`config.mk`:
```
export PLATFORM = sky130hd
export DESIGN_NAME = cfc_core
export DESIGN_NICKNAME = d
export VERILOG_FILES = /design/src/cfc_tally.v /design/src/cfc_core.v
export VERILOG_INCLUDE_DIRS = /design/src
export SDC_FILE = /design/constraint.sdc
export NUM_CORES = 1
export LEC_CHECK = 0
export BUFFER_PORTS_ARGS = -buffer_cell sky130_fd_sc_hd__clkbuf_2
export CAP_MARGIN = 15
export CORE_MARGIN = 5
export CORE_UTILIZATION = 44
export CTS_CLUSTER_SIZE = 8
export DETAILED_ROUTE_END_ITERATION = 8
export PLACE_DENSITY = 0.75
export SLEW_MARGIN = 20
export SYNTH_ARGS = -nofsm -noshare
export SYNTH_HDL_FRONTEND = slang
export SYNTH_SLANG_ARGS = --single-unit
```
`constraint.sdc`:
```
create_clock -name clk_i -period 2.7 [get_ports clk_i]
set_clock_uncertainty 0.05 [all_clocks]
set_input_delay 0.27 -clock clk_i [delete_from_list [all_inputs] [get_ports clk_i]]
set_output_delay 0.27 -clock clk_i [all_outputs]
set_load 0.01 [all_outputs]
```
`src/cfc_regs.vh`:
```
// constants for the CAN fault confinement block
`ifndef CFC_REGS_VH
`define CFC_REGS_VH
`define CFC_SYNC_BITS 11
`define CFC_BOFF_GROUPS 128
`define CFC_WARN_LIM 8'h60
`define CFC_PASS_LIM 8'h80
`define CFC_FLAG_BITS 6
`define CFC_DOM_ACT 14
`define CFC_DOM_PAS 8
`define CFC_DOM_STEP 8
`define CFC_INC_BIG 4'h8
`define CFC_INC_SMALL 4'h1
`define CFC_IFS_BITS 3
`define CFC_STUFF_RUN 6
`define CFC_DELIM_REST 7
`define CFC_REC_LSB 0
`define CFC_TEC_LSB 8
`define CFC_TALLY_RST 8'h00
`endif

```
`src/cfc_tally.v`:
```
// one 8-bit fault tally with add, subtract and clear
module cfc_tally #(
   parameter W = 8
) (
   input wire clk_i,
   input wire rst_i,
   input wire clr_i,
   input wire hold_i,
   input wire [3:0] inc_i,
   input wire dec_i,
   output reg [W-1:0] cnt_o,
   output reg ovf_o
);
   wire [W:0] sum;

   assign sum = {1'b0, cnt_o} + {{(W-3){1'b0}}, inc_i};

   always @(posedge clk_i) begin
      if (rst_i) begin
         cnt_o <= {W{1'b0}};
         ovf_o <= 1'b0;
      end else if (clr_i) begin
         cnt_o <= {W{1'b0}};
         ovf_o <= 1'b0;
      end else if (inc_i != 4'h0 && !hold_i) begin
         // saturate; the carry marks a pass beyond full scale
         if (sum[W]) begin
            cnt_o <= {W{1'b1}};
            ovf_o <= 1'b1;
         end else begin
            cnt_o <= sum[W-1:0];
         end
      end else if (dec_i && cnt_o != {W{1'b0}}) begin
         cnt_o <= cnt_o - {{(W-1){1'b0}}, 1'b1};
      end
   end
endmodule

```
`src/cfc_core.v`:
```
// CAN error detection and fault confinement core
`include "cfc_regs.vh"
module cfc_core #(
   parameter SYNC_BITS = `CFC_SYNC_BITS,
   parameter BOFF_GROUPS = `CFC_BOFF_GROUPS,
   parameter FLAG_BITS = `CFC_FLAG_BITS,
   parameter IFS_BITS = `CFC_IFS_BITS
) (
   input wire clk_i,
   input wire rst_i,
   input wire enable_i,
   input wire wakeup_i,
   input wire bit_tick_i,
   input wire rx_bit_i,
   input wire tx_bit_i,
   input wire transmitting_i,
   input wire arb_field_i,
   input wire stuffed_field_i,
   input wire stuff_bit_i,
   input wire ack_slot_i,
   input wire fixed_bit_i,
   input wire fixed_level_i,
   input wire last_eof_i,
   input wire crc_check_i,
   input wire crc_zero_i,
   input wire frame_ok_i,
   input wire frame_end_i,
   input wire overload_i,
   output reg drv_en_o,
   output reg flag_dom_o,
   output reg tx_ok_o,
   output reg err_bit_o,
   output reg err_stuff_o,
   output reg err_form_o,
   output reg err_crc_o,
   output reg err_ack_o,
   output reg [4:0] err_state_o,
   output wire [15:0] fault_tally_register_o
);
   localparam S_SYNC = 5'h01;
   localparam S_ACT = 5'h02;
   localparam S_WARN = 5'h04;
   localparam S_PAS = 5'h08;
   localparam S_OFF = 5'h10;

   localparam F_IDLE = 4'h1;
   localparam F_FLAG = 4'h2;
   localparam F_DOM = 4'h4;
   localparam F_DEL = 4'h8;

   localparam [3:0] SYNC_LAST = SYNC_BITS - 1;
   localparam [7:0] GRP_LAST = BOFF_GROUPS - 1;
   localparam [2:0] FLAG_LAST = FLAG_BITS - 1;
   localparam [2:0] DEL_LAST = `CFC_DELIM_REST - 1;
   localparam [3:0] RUN_LAST = `CFC_STUFF_RUN - 1;
   localparam [1:0] IFS_FULL = IFS_BITS;
   localparam [3:0] DOM_ACT = `CFC_DOM_ACT;
   localparam [3:0] DOM_PAS = `CFC_DOM_PAS;
   localparam [3:0] DOM_STEP = `CFC_DOM_STEP;

   // tally state to fault state while taking part in traffic
   function [4:0] st_eval;
      input [7:0] receive_fault_tally;
      input [7:0] transmit_fault_tally;
      input ovf;
      begin
         if (ovf)
            st_eval = S_OFF;
         else if (receive_fault_tally[7] || transmit_fault_tally >= `CFC_PASS_LIM)
            st_eval = S_PAS;
         else if (receive_fault_tally >= `CFC_WARN_LIM || transmit_fault_tally >= `CFC_WARN_LIM)
            st_eval = S_WARN;
         else
            st_eval = S_ACT;
      end
   endfunction

   reg [4:0] st_q;
   reg [3:0] fl_q;
   reg [3:0] scnt_q;
   reg [7:0] gcnt_q;
   reg [3:0] run_q;
   reg last_q;
   reg [2:0] fcnt_q;
   reg [3:0] dcnt_q;
   reg grp_q;
   reg first_q;
   reg act_q;
   reg role_q;
   reg pend_q;
   reg saw_q;
   reg ovl_q;
   reg [1:0] ifs_q;

   reg [3:0] rec_inc;
   reg [3:0] tec_inc;

   wire [7:0] receive_fault_tally;
   wire [7:0] transmit_fault_tally;
   wire tec_ovf;

   wire part;
   wire passive;
   wire idle_chk;
   wire arb_ok;
   wire e_bit;
   wire e_stuff;
   wire e_form;
   wire e_crc;
   wire e_ack;
   wire e_any;
   wire no_tec;
   wire defer_ack;
   wire ovl_start;
   wire flag_err;
   wire flag_end;
   wire dom_hit;
   wire first_dom;
   wire del_err;
   wire del_done;
   wire boff_done;
   wire [3:0] dom_lim;

   assign part = (st_q == S_ACT) || (st_q == S_WARN) || (st_q == S_PAS);
   assign passive = (st_q == S_PAS);
   assign idle_chk = bit_tick_i && part && (fl_q == F_IDLE);

   // dominant over recessive is allowed in arbitration and ack slot
   assign arb_ok = tx_bit_i && !rx_bit_i && (arb_field_i || ack_slot_i);
   assign e_bit = idle_chk && transmitting_i &&
      (rx_bit_i != tx_bit_i) && !arb_ok;
   assign e_stuff = idle_chk && stuffed_field_i &&
      (run_q == RUN_LAST) && (rx_bit_i == last_q);
   assign e_form = idle_chk && fixed_bit_i &&
      (rx_bit_i != fixed_level_i) &&
      !(last_eof_i && !transmitting_i && !rx_bit_i);
   assign e_crc = idle_chk && crc_check_i && !crc_zero_i &&
      !transmitting_i;
   assign e_ack = idle_chk && transmitting_i && ack_slot_i &&
      rx_bit_i;
   assign e_any = e_bit || e_stuff || e_form || e_crc || e_ack;

   // recessive stuff bit in arbitration seen dominant
   assign no_tec = e_stuff && arb_field_i && stuff_bit_i &&
      tx_bit_i && !rx_bit_i;
   assign defer_ack = e_ack && passive;
   assign ovl_start = idle_chk && overload_i && !e_any;

   assign flag_err = bit_tick_i && (fl_q == F_FLAG) && act_q &&
      rx_bit_i;
   assign flag_end = bit_tick_i && (fl_q == F_FLAG) &&
      (fcnt_q == FLAG_LAST);
   assign dom_lim = grp_q ? DOM_STEP : (act_q ? DOM_ACT : DOM_PAS);
   assign dom_hit = bit_tick_i && (fl_q == F_DOM) && !rx_bit_i &&
      (dcnt_q + 4'h1 == dom_lim);
   assign first_dom = bit_tick_i && (fl_q == F_DOM) && first_q &&
      !rx_bit_i && !role_q && !ovl_q;
   assign del_err = bit_tick_i && (fl_q == F_DEL) && !rx_bit_i &&
      part;
   assign del_done = bit_tick_i && (fl_q == F_DEL) && rx_bit_i &&
      (fcnt_q == DEL_LAST);

   assign boff_done = bit_tick_i && (st_q == S_OFF) && rx_bit_i &&
      (scnt_q == SYNC_LAST) && (gcnt_q == GRP_LAST) &&
      enable_i && !wakeup_i;

   // tally increments of this cycle
   always @* begin
      rec_inc = 4'h0;
      tec_inc = 4'h0;
      if (e_any || del_err) begin
         if (transmitting_i) begin
            if (!no_tec && !defer_ack)
               tec_inc = `CFC_INC_BIG;
         end else begin
            rec_inc = `CFC_INC_SMALL;
         end
      end
      if (flag_err || dom_hit) begin
         if (role_q)
            tec_inc = `CFC_INC_BIG;
         else
            rec_inc = `CFC_INC_BIG;
      end
      if (first_dom)
         rec_inc = `CFC_INC_BIG;
      // deferred ack error counts only if dominant seen in flag
      if (flag_end && pend_q && (saw_q || !rx_bit_i))
         tec_inc = `CFC_INC_BIG;
   end

   cfc_tally #(
      .W(8)
   ) u_rec (
      .clk_i(clk_i),
      .rst_i(rst_i),
      .clr_i(boff_done),
      .hold_i(receive_fault_tally[7]),
      .inc_i(rec_inc),
      .dec_i(frame_ok_i && !transmitting_i),
      .cnt_o(receive_fault_tally),
      .ovf_o()
   );

   cfc_tally #(
      .W(8)
   ) u_tec (
      .clk_i(clk_i),
      .rst_i(rst_i),
      .clr_i(boff_done),
      .hold_i(1'b0),
      .inc_i(tec_inc),
      .dec_i(frame_ok_i && transmitting_i),
      .cnt_o(transmit_fault_tally),
      .ovf_o(tec_ovf)
   );

   assign fault_tally_register_o = {transmit_fault_tally, receive_fault_tally};

   // fault state machine
   always @(posedge clk_i) begin
      if (rst_i) begin
         st_q <= S_SYNC;
         scnt_q <= 4'h0;
         gcnt_q <= 8'h00;
      end else if (!enable_i || wakeup_i) begin
         st_q <= S_SYNC;
         scnt_q <= 4'h0;
         gcnt_q <= 8'h00;
      end else begin
         case (st_q)
            S_SYNC: begin
               if (bit_tick_i) begin
                  if (!rx_bit_i)
                     scnt_q <= 4'h0;
                  else if (scnt_q == SYNC_LAST) begin
                     st_q <= S_ACT;
                     scnt_q <= 4'h0;
                  end else
                     scnt_q <= scnt_q + 4'h1;
               end
            end
            S_OFF: begin
               // count groups of eleven recessive bits
               if (bit_tick_i) begin
                  if (!rx_bit_i)
                     scnt_q <= 4'h0;
                  else if (scnt_q == SYNC_LAST) begin
                     scnt_q <= 4'h0;
                     if (gcnt_q == GRP_LAST) begin
                        st_q <= S_ACT;
                        gcnt_q <= 8'h00;
                     end else
                        gcnt_q <= gcnt_q + 8'h01;
                  end else
                     scnt_q <= scnt_q + 4'h1;
               end
            end
            S_ACT, S_WARN, S_PAS: begin
               st_q <= st_eval(receive_fault_tally, transmit_fault_tally, tec_ovf);
               scnt_q <= 4'h0;
               gcnt_q <= 8'h00;
            end
            default: begin
               st_q <= S_SYNC;
               scnt_q <= 4'h0;
               gcnt_q <= 8'h00;
            end
         endcase
      end
   end

   // error and overload flag sequencer
   always @(posedge clk_i) begin
      if (rst_i || !part) begin
         fl_q <= F_IDLE;
         fcnt_q <= 3'h0;
         dcnt_q <= 4'h0;
         grp_q <= 1'b0;
         first_q <= 1'b0;
         act_q <= 1'b0;
         role_q <= 1'b0;
         pend_q <= 1'b0;
         saw_q <= 1'b0;
         ovl_q <= 1'b0;
         flag_dom_o <= 1'b0;
      end else begin
         case (fl_q)
            F_IDLE: begin
               if (e_any || ovl_start) begin
                  fl_q <= F_FLAG;
                  fcnt_q <= 3'h0;
                  // flag kind from state before this error's count
                  act_q <= ovl_start || !passive;
                  flag_dom_o <= ovl_start || !passive;
                  role_q <= transmitting_i;
                  pend_q <= defer_ack;
                  saw_q <= 1'b0;
                  ovl_q <= ovl_start;
               end
            end
            F_FLAG: begin
               if (bit_tick_i) begin
                  if (!rx_bit_i)
                     saw_q <= 1'b1;
                  if (fcnt_q == FLAG_LAST) begin
                     fl_q <= F_DOM;
                     flag_dom_o <= 1'b0;
                     first_q <= 1'b1;
                     dcnt_q <= 4'h0;
                     grp_q <= 1'b0;
                     pend_q <= 1'b0;
                  end else
                     fcnt_q <= fcnt_q + 3'h1;
               end
            end
            F_DOM: begin
               if (bit_tick_i) begin
                  first_q <= 1'b0;
                  if (rx_bit_i) begin
                     fl_q <= F_DEL;
                     fcnt_q <= 3'h0;
                  end else if (dom_hit) begin
                     dcnt_q <= 4'h0;
                     grp_q <= 1'b1;
                  end else
                     dcnt_q <= dcnt_q + 4'h1;
               end
            end
            F_DEL: begin
               if (del_err) begin
                  // dominant delimiter bit: new flag
                  fl_q <= F_FLAG;
                  fcnt_q <= 3'h0;
                  act_q <= !passive;
                  flag_dom_o <= !passive;
                  role_q <= transmitting_i;
                  pend_q <= 1'b0;
                  saw_q <= 1'b0;
                  ovl_q <= 1'b0;
               end else if (del_done)
                  fl_q <= F_IDLE;
               else if (bit_tick_i)
                  fcnt_q <= fcnt_q + 3'h1;
            end
            default: begin
               fl_q <= F_IDLE;
               flag_dom_o <= 1'b0;
            end
         endcase
      end
   end

   // stuff run tracking and interframe space
   always @(posedge clk_i) begin
      if (rst_i) begin
         run_q <= 4'h0;
         last_q <= 1'b1;
         ifs_q <= 2'h0;
      end else begin
         if (bit_tick_i) begin
            last_q <= rx_bit_i;
            if (!stuffed_field_i)
               run_q <= 4'h0;
            else if (rx_bit_i == last_q && run_q != RUN_LAST)
               run_q <= run_q + 4'h1;
            else if (rx_bit_i != last_q)
               run_q <= 4'h1;
         end
         if (st_q == S_SYNC)
            ifs_q <= IFS_FULL;
         else if (frame_end_i || del_done || fl_q != F_IDLE)
            ifs_q <= 2'h0;
         else if (bit_tick_i && !rx_bit_i)
            ifs_q <= 2'h0;
         else if (bit_tick_i && ifs_q != IFS_FULL)
            ifs_q <= ifs_q + 2'h1;
      end
   end

   // registered outputs
   always @(posedge clk_i) begin
      if (rst_i) begin
         drv_en_o <= 1'b0;
         tx_ok_o <= 1'b0;
         err_bit_o <= 1'b0;
         err_stuff_o <= 1'b0;
         err_form_o <= 1'b0;
         err_crc_o <= 1'b0;
         err_ack_o <= 1'b0;
         err_state_o <= S_SYNC;
      end else begin
         drv_en_o <= part;
         tx_ok_o <= part && (fl_q == F_IDLE) &&
            (ifs_q == IFS_FULL);
         err_bit_o <= e_bit || flag_err;
         err_stuff_o <= e_stuff;
         err_form_o <= e_form || del_err;
         err_crc_o <= e_crc;
         err_ack_o <= e_ack;
         err_state_o <= st_q;
      end
   end
endmodule

```
==> impl_metrics.yaml, run 1 <==
drt:
  first_iter_violations: 191
  drc: 0
  num_vias: 4046
  routedWlPerCell_um: 15.8
  first_pass_iters: 5
  routed_via_density: 5.80
  wirelength_um: 11000
  ant_nets: 0
global_route:
  grt_max_degree: 22
  overflow: 0
  grt_antenna_before_repair: 0
  grt_pass1_wl_um: 17600
  grt_pass1_vias: 3748
  grtUsageTotal_pct: 19.0
floorplan:
  die_h_um: 106
  fp-row-count: 35
  start_util_pct: 44.5
  die-area_sq_um: 11200
  die_x_um: 106
  coreArea_sq_um: 9110
  pin_count: 49
synth:
  avgSynthCellArea_sq_um: 8.27
  syn_inst: 490
  ys_ff_latch: 72
  synth_area_sq_um: 4050
  yosysTopAreaCellShare_pct: 35.6
  ys_seq_area_share_pct: 35.6
  yosysMostFrequentCell: "dfxtp_1"
  ys_warn_count: 0
  synthFlopType: "dfxtp_1"
  yosysTopAreaCell: "dfxtp_1"
  synthArstFlopShare_pct: 0
  syn_nets: 530
  synth_common_cells: "72 x dfxtp_1, 70 x nor2_1, 40 x nand2_1"
  synth-edff-count: 0
  synth.distinct_cells: 67
  synth_area_leaders: "dfxtp_1 36%, nor2_1 6.5%, ha_1 6.2%"
cts:
  max-clock-path-buffers: 2
  clk_latency_ps: 360
  numCtsBuffers: 9
  cts_root_buf: "clkbuf_8"
  path_clk_slew_ps: 80
  cts.sinks: 72
  cts_max_level: 3
  cts_tree: "yes"
hold_path:
  min_to: "err_crc_o$_SDFF_PP0_"
  hold-path-cell-count: 3
  hp-start: "crc_zero_i"
  holdCritPathClass: "input pin to flip-flop"
pwr:
  p_comb_share_pct: 25.1
  intPower_mw: 1.89
  power.total_mw: 2.85
  swShare_pct: 33.7
  power_leakage_nw: 2.05
  netSwitchingPower_mw: 0.961
  power_frac_clock_pct: 30.2
  seqPwrFrac_pct: 44.7
  vdd_ir_drop_max_uv: 359
  p_per_area_nw_per_um2: 551
timing:
  hold_viol_final: 0
  worst_pin_slew_ps: 624
  fin_tns_setup_ps: 0
  layout_min_cycle_time_ps: 2650
  timing.final.crit_share_pct: 98.3
  rsz0062_at_grt: "yes"
  fmax_ghz: 0.377
  slew_headroom_pct: 58.3
  slew_violations: 0
  setup-violations-final: 0
worst_setup_path:
  crit_path_end_kind: "flip-flop"
  reg2reg_from: "st_q[2]$_SDFFE_PP0P_"
  worstPathArrival_ps: 2850
  required_ps: 2890
  r2r_end: "u_rec.cnt_o[4]$_SDFFE_PP0P_"
  reg2regPathDepth: 14
  ff2ff_setup_slack_ps: 50
  setup.worst_path.class: "flip-flop to flip-flop"
  crit_fanout: 5
  cp-start-kind: "flip-flop"
final_layout:
  area.growth.synth_to_final_pct: 27.8
  fill_cells: 808
  drive_gt1_share_pct: 29.0
  nets: 621
  fin_cells: 697
  antennaDiodeCount: 0
placed_design:
  dp_cells: 673
  port_buffers: 48
  place_congestion: 0.905
  dpl.hpwl_um: 7950
run:
  maxCapViolations: 0
outcome:
  outcome: "finished, final reports clean"
## final cells by class
class / instances / area, sq um / area share, %
Clock buffer: 10 / 128 / 2.47
Clock inverter: 6 / 70.1 / 1.35
Inverter: 16 / 60.1 / 1.16
Multi-Input combinational cell: 383 / 2680 / 51.8
Sequential cell: 72 / 1460 / 28.2
Tap cell: 111 / 139 / 2.68
Timing Repair Buffer: 99 / 634 / 12.3
## critical path: stages (launching register included)
cell      delay, ps
dfxtp_4         370
xor2_2          180
o211ai_1        410
nor2_2          110
o21a_4          160
nor2_4          130
nor2_2           60
ha_2            190
ha_4            170
a31oi_4         200
buf_4           130
buf_4            90
mux2i_1          70
xnor2_1         160
nor2_1           50
## sequential cells by signal, summed over array words and instances, names as in the netlist, 2 cells and up
name,cells
dcnt_q,4
err_state_o,5
fcnt_q,3
fl_q,4
gcnt_q,8
ifs_q,2
run_q,4
scnt_q,4
st_q,5
u_rec.cnt_o,8
u_tec.cnt_o,8
## per-stage QoR
step | setup WS, ps | util [%] | hold slack (ps) | instance area [sq um]
floorplan | 10.2 | - | 365 | 4060
global placement | 13.3 | 51.1 | 406 | 4660
detailed placement | -82.6 | 51.1 | 415 | 4660
CTS | 2.96 | 53.7 | 152 | 4890
global route | -107 | 56.8 | 171 | 5180
finish | 47.1 | 56.8 | 160 | 5180
## cells in the final DEF (no fill, tap or decap), drive strengths merged, types with 3 or more instances in the layout
master and instances:
o32ai 3, o31a 3, buf 51, xor2 12
nor2 72, mux2i 6, nand4 4, nor4 4
nor3 15, nand3 17, and3 12, clkinvlp 3
or4 4, clkbuf 58, a31o 3, nor4b 5
nand3b 9, o211ai 3, nand2 40, a21oi 35
a22oi 3, o21ai 19, dfxtp 72, or3 7
and2 5, o311ai 3, inv 16, nor2b 11
nand2b 6, o21a 3, nor3b 4, ha 20
a31oi 6, or4b 3, xnor2 9, a211oi 7
## layer usage
layer,global-route usage (%),up-vias,share of wire [%]
met4,8.88,0,2.9
met2,29.6,142,46
met3,4.31,28,5.7
met5,0,-,0
li1,-,1969,-
met1,24.9,1907,46
## logic make-up (layout without fill, tap and decap cells)
family / Yosys count / count (layout) / synth area share [%]
flip-flops: 72 / 72 / 35.6
buffers and inverters: 35 / 131 / 3.98
AND/OR/NAND/NOR: 225 / 225 / 29.7
AO/OA/AOI/OAI: 111 / 111 / 18.5
multiplexers: 6 / 6 / 1.48
adder cells (fa/ha/maj): 20 / 20 / 6.18
XOR/XNOR: 21 / 21 / 4.54
## worst max path at each step
stage	from	to	slack [ps]	depth (start not counted)
floorplan	dcnt_q[0]$_SDFFE_PP0P_	u_tec.cnt_o[2]$_SDFFE_PP0P_	10	13
global placement	run_q[1]$_SDFFE_PP0P_	u_rec.cnt_o[7]$_SDFFE_PP0P_	10	16
CTS	dcnt_q[0]$_SDFFE_PP0P_	u_tec.cnt_o[2]$_SDFFE_PP0P_	3	13
detailed placement	run_q[1]$_SDFFE_PP0P_	u_rec.cnt_o[7]$_SDFFE_PP0P_	-80	16
finish	st_q[2]$_SDFFE_PP0P_	u_rec.cnt_o[4]$_SDFFE_PP0P_	50	14
global route	st_q[2]$_SDFFE_PP0P_	u_rec.cnt_o[7]$_SDFFE_PP0P_	-110	14
## power by group through the flow
stage / combinational, mW / clock, mW / sequential [mW]
after floorplan: 0.485 / 0 / 1.27
after CTS: 0.697 / 0.876 / 1.26
after global routing: 0.808 / 0.909 / 1.29
after detailed placement: 0.691 / 0 / 1.29
final: 0.716 / 0.861 / 1.27
after global placement: 0.677 / 0 / 1.28
## repair_timing
action	4_1_cts	5_1_grt
pin swaps	2	19
hold buffers	0	0
setup buffers	1	8
resized for setup	5	55
endpoints found under the setup margin	5	15
No activity file was read; power rests on OpenSTA's default activity.
==> run 2: changes to the inputs <==
PLACE_DENSITY = 0.74   (was 0.75)
SYNTH_HIERARCHICAL = 1   (was default)
==> run 2 against run 1 <==
  * The run now ends with setup timing left
  * Critical path type unchanged
  * Critical endpoint is now u_rec/cnt_o[4]$_SDFFE_PP0P_
  * Non-clock buffer count is 42 higher
  * Count of clock-buffer cells in the layout is 1 higher
  * Sequential share of layout area decreased by 4.4 points
  * Clock power down 10%
  * Synthesized cell count increased by 10%
  * Sequential power fell by 9%
  * Power is 15% lower
  * Design area rose by 18%
==> impl_metrics.yaml, run 2 <==
drt:
  wl_met3_um: 790
  routedWlPerCell_um: 16.1
  ant_nets: 0
  num_vias: 4762
  drt-met1-wl_um: 5640
  first_iter_violations: 284
  wl_met2_um: 6720
  routed_via_density: 5.71
  top_layer_used: "met5"
  drc: 0
  wirelength_um: 13500
  first_pass_iters: 4
worst_setup_path:
  cp_slowest_cell: "dfxtp_2"
  reg2regPathDepth: 16
  worstPathArrival_ps: 3120
  cp-start-kind: "flip-flop"
  setup.worst_path.class: "flip-flop to flip-flop"
  cp_cell_sequence: "inv_2, ha_4, and3b_1, buf_4, a31oi_4, and3_4, o21a_4, nor2_4, ha_2, fa_2, a21o_1, a21oi_4, buf_4, nor2_2, o31ai_1, a21oi_1"
  crit_path_max_incr_delay_ps: 340
  crit_path_end_kind: "flip-flop"
  required_ps: 2890
  crit_fanout: 4
  cp_common_cell: "buf_4"
  crit_cells: 16
  cp_top_family: "compound AO/OA/AOI/OAI gates"
  crit_buf_inv: 3
cts:
  path_clk_slew_ps: 80
  clk_latency_ps: 360
  cts_tree: "yes"
  numCtsBuffers: 9
  cts_max_level: 3
  max-clock-path-buffers: 2
  cts.sinks: 72
  cts_root_buf: "clkbuf_8"
final_layout:
  nets: 739
  drive_gt1_share_pct: 34.4
  layout.cells.most_common: "buf_4"
  final_cell_mix: "89 x buf_4, 66 x dfxtp_1, 55 x nor2_1, 48 x clkbuf_2, 37 x nand2_1"
  utilization_pct: 60.2
  reg.largest.list: "gcnt_q x8, u_rec/cnt_o x8, u_tec/cnt_o x8"
  area.growth.synth_to_final_pct: 35.4
  fill_cells: 860
  antennaDiodeCount: 0
global_route:
  grt_pass1_wl_um: 21800
  grtUsageTotal_pct: 21.2
  grt_antenna_before_repair: 1
  grt_pass1_vias: 4676
  overflow: 0
  grt_max_degree: 23
hold_path:
  hold-path-cell-count: 3
  holdCritPathClass: "input pin to flip-flop"
pwr:
  netSwitchingPower_mw: 0.758
  p_comb_share_pct: 20.7
  swShare_pct: 31.2
  p_per_area_nw_per_um2: 398
  power.total_mw: 2.43
  intPower_mw: 1.67
  power_leakage_nw: 2.48
  seqPwrFrac_pct: 47.4
  vdd_ir_drop_max_uv: 218
  power_frac_clock_pct: 31.9
timing:
  hold_viol_final: 0
  worst_pin_slew_ps: 545
  slew_headroom_pct: 63.3
  hold_slack_ps: 139
  fin_tns_setup_ps: -2050
  fmax_ghz: 0.341
  setup_ws_ps: -231
  timing.final.crit_share_pct: 109
  slew_violations: 0
  layout_min_cycle_time_ps: 2930
  setup-violations-final: 13
  rsz0062_at_grt: "yes"
outcome:
  violations: "setup timing"
  outcome: "complete, but fails checks"
run:
  maxCapViolations: 0
synth:
  ys_warn_count: 6
  synth_area_sq_um: 4510
  avgSynthCellArea_sq_um: 8.33
  syn_inst: 541
floorplan:
  start_util_pct: 44.5
  die_x_um: 111
  die_h_um: 111
  coreArea_sq_um: 10100
  die-area_sq_um: 12400
  pin_count: 49
  fp-row-count: 37
placed_design:
  port_buffers: 48
  place_congestion: 0.949
  dpl.hpwl_um: 9920
-- run 2: final timing paths --
kind | start | end | slack [ps]
worst max register to register | run_q[1]$_SDFFE_PP0P_ | u_rec/cnt_o[4]$_SDFFE_PP0P_ | -230
worst min-delay path | fixed_bit_i | err_form_o$_SDFF_PP0_ | 140
worst min register to register | scnt_q[3]$_SDFFE_PP0P_ | scnt_q[3]$_SDFFE_PP0P_ | 420
worst max-delay path | run_q[1]$_SDFFE_PP0P_ | u_rec/cnt_o[4]$_SDFFE_PP0P_ | -230
-- run 2: layout make-up --
cell class | instances | area (sq um) | area share [%]
Sequential cell | 72 | 1450 | 23.8
Inverter | 21 | 82.6 | 1.35
Clock buffer | 11 | 141 | 2.32
Multi-Input combinational cell | 449 | 3270 | 53.6
Timing Repair Buffer | 141 | 953 | 15.6
Tap cell | 136 | 170 | 2.79
Clock inverter | 4 | 30.0 | 0.492
-- run 2: worst reg2reg max path, stage by stage, from the launching register on --
cell,delay (ps)
dfxtp_2,340
inv_2,50
ha_4,150
and3b_1,180
buf_4,140
a31oi_4,140
and3_4,220
o21a_4,150
nor2_4,50
ha_2,190
fa_2,330
a21o_1,190
a21oi_4,180
buf_4,140
nor2_2,30
o31ai_1,210
a21oi_1,60
-- run 2: routing by layer --
metal  GRT usage [%]  vias to the layer above
met5               0                        -
met4            7.95                        2
met3            5.46                       25
met2            37.4                      161
met1            24.6                     2262
li1                -                     2312
-- run 2: power groups by stage --
stage / Clock (mW) / Sequential [mW] / Combinational, mW
finish: 0.774 / 1.15 / 0.502
global route: 0.852 / 1.16 / 0.546
CTS: 0.800 / 1.15 / 0.459
detailed placement: 0 / 1.17 / 0.423
global placement: 0 / 1.17 / 0.412
floorplan: 0 / 1.17 / 0.282
-- run 2: stage by stage --
step	std cells	setup WS (ps)	cell area [sq um]
3_5_place_dp	805	-404	5530
5_1_grt	834	-353	6100
2_1_floorplan	556	-89.5	4610
6_report	834	-231	6100
3_3_place_gp	805	-276	5530
4_1_cts	828	-232	5920
-- run 2: timing repair --
item / in CTS / in global routing
cloned: 0 / 1
endpoints found under the setup margin: 17 / 17
pin swaps: 19 / 26
gates resized for setup: 38 / 36
hold buffers: 0 / 0
setup buffers: 8 / 6
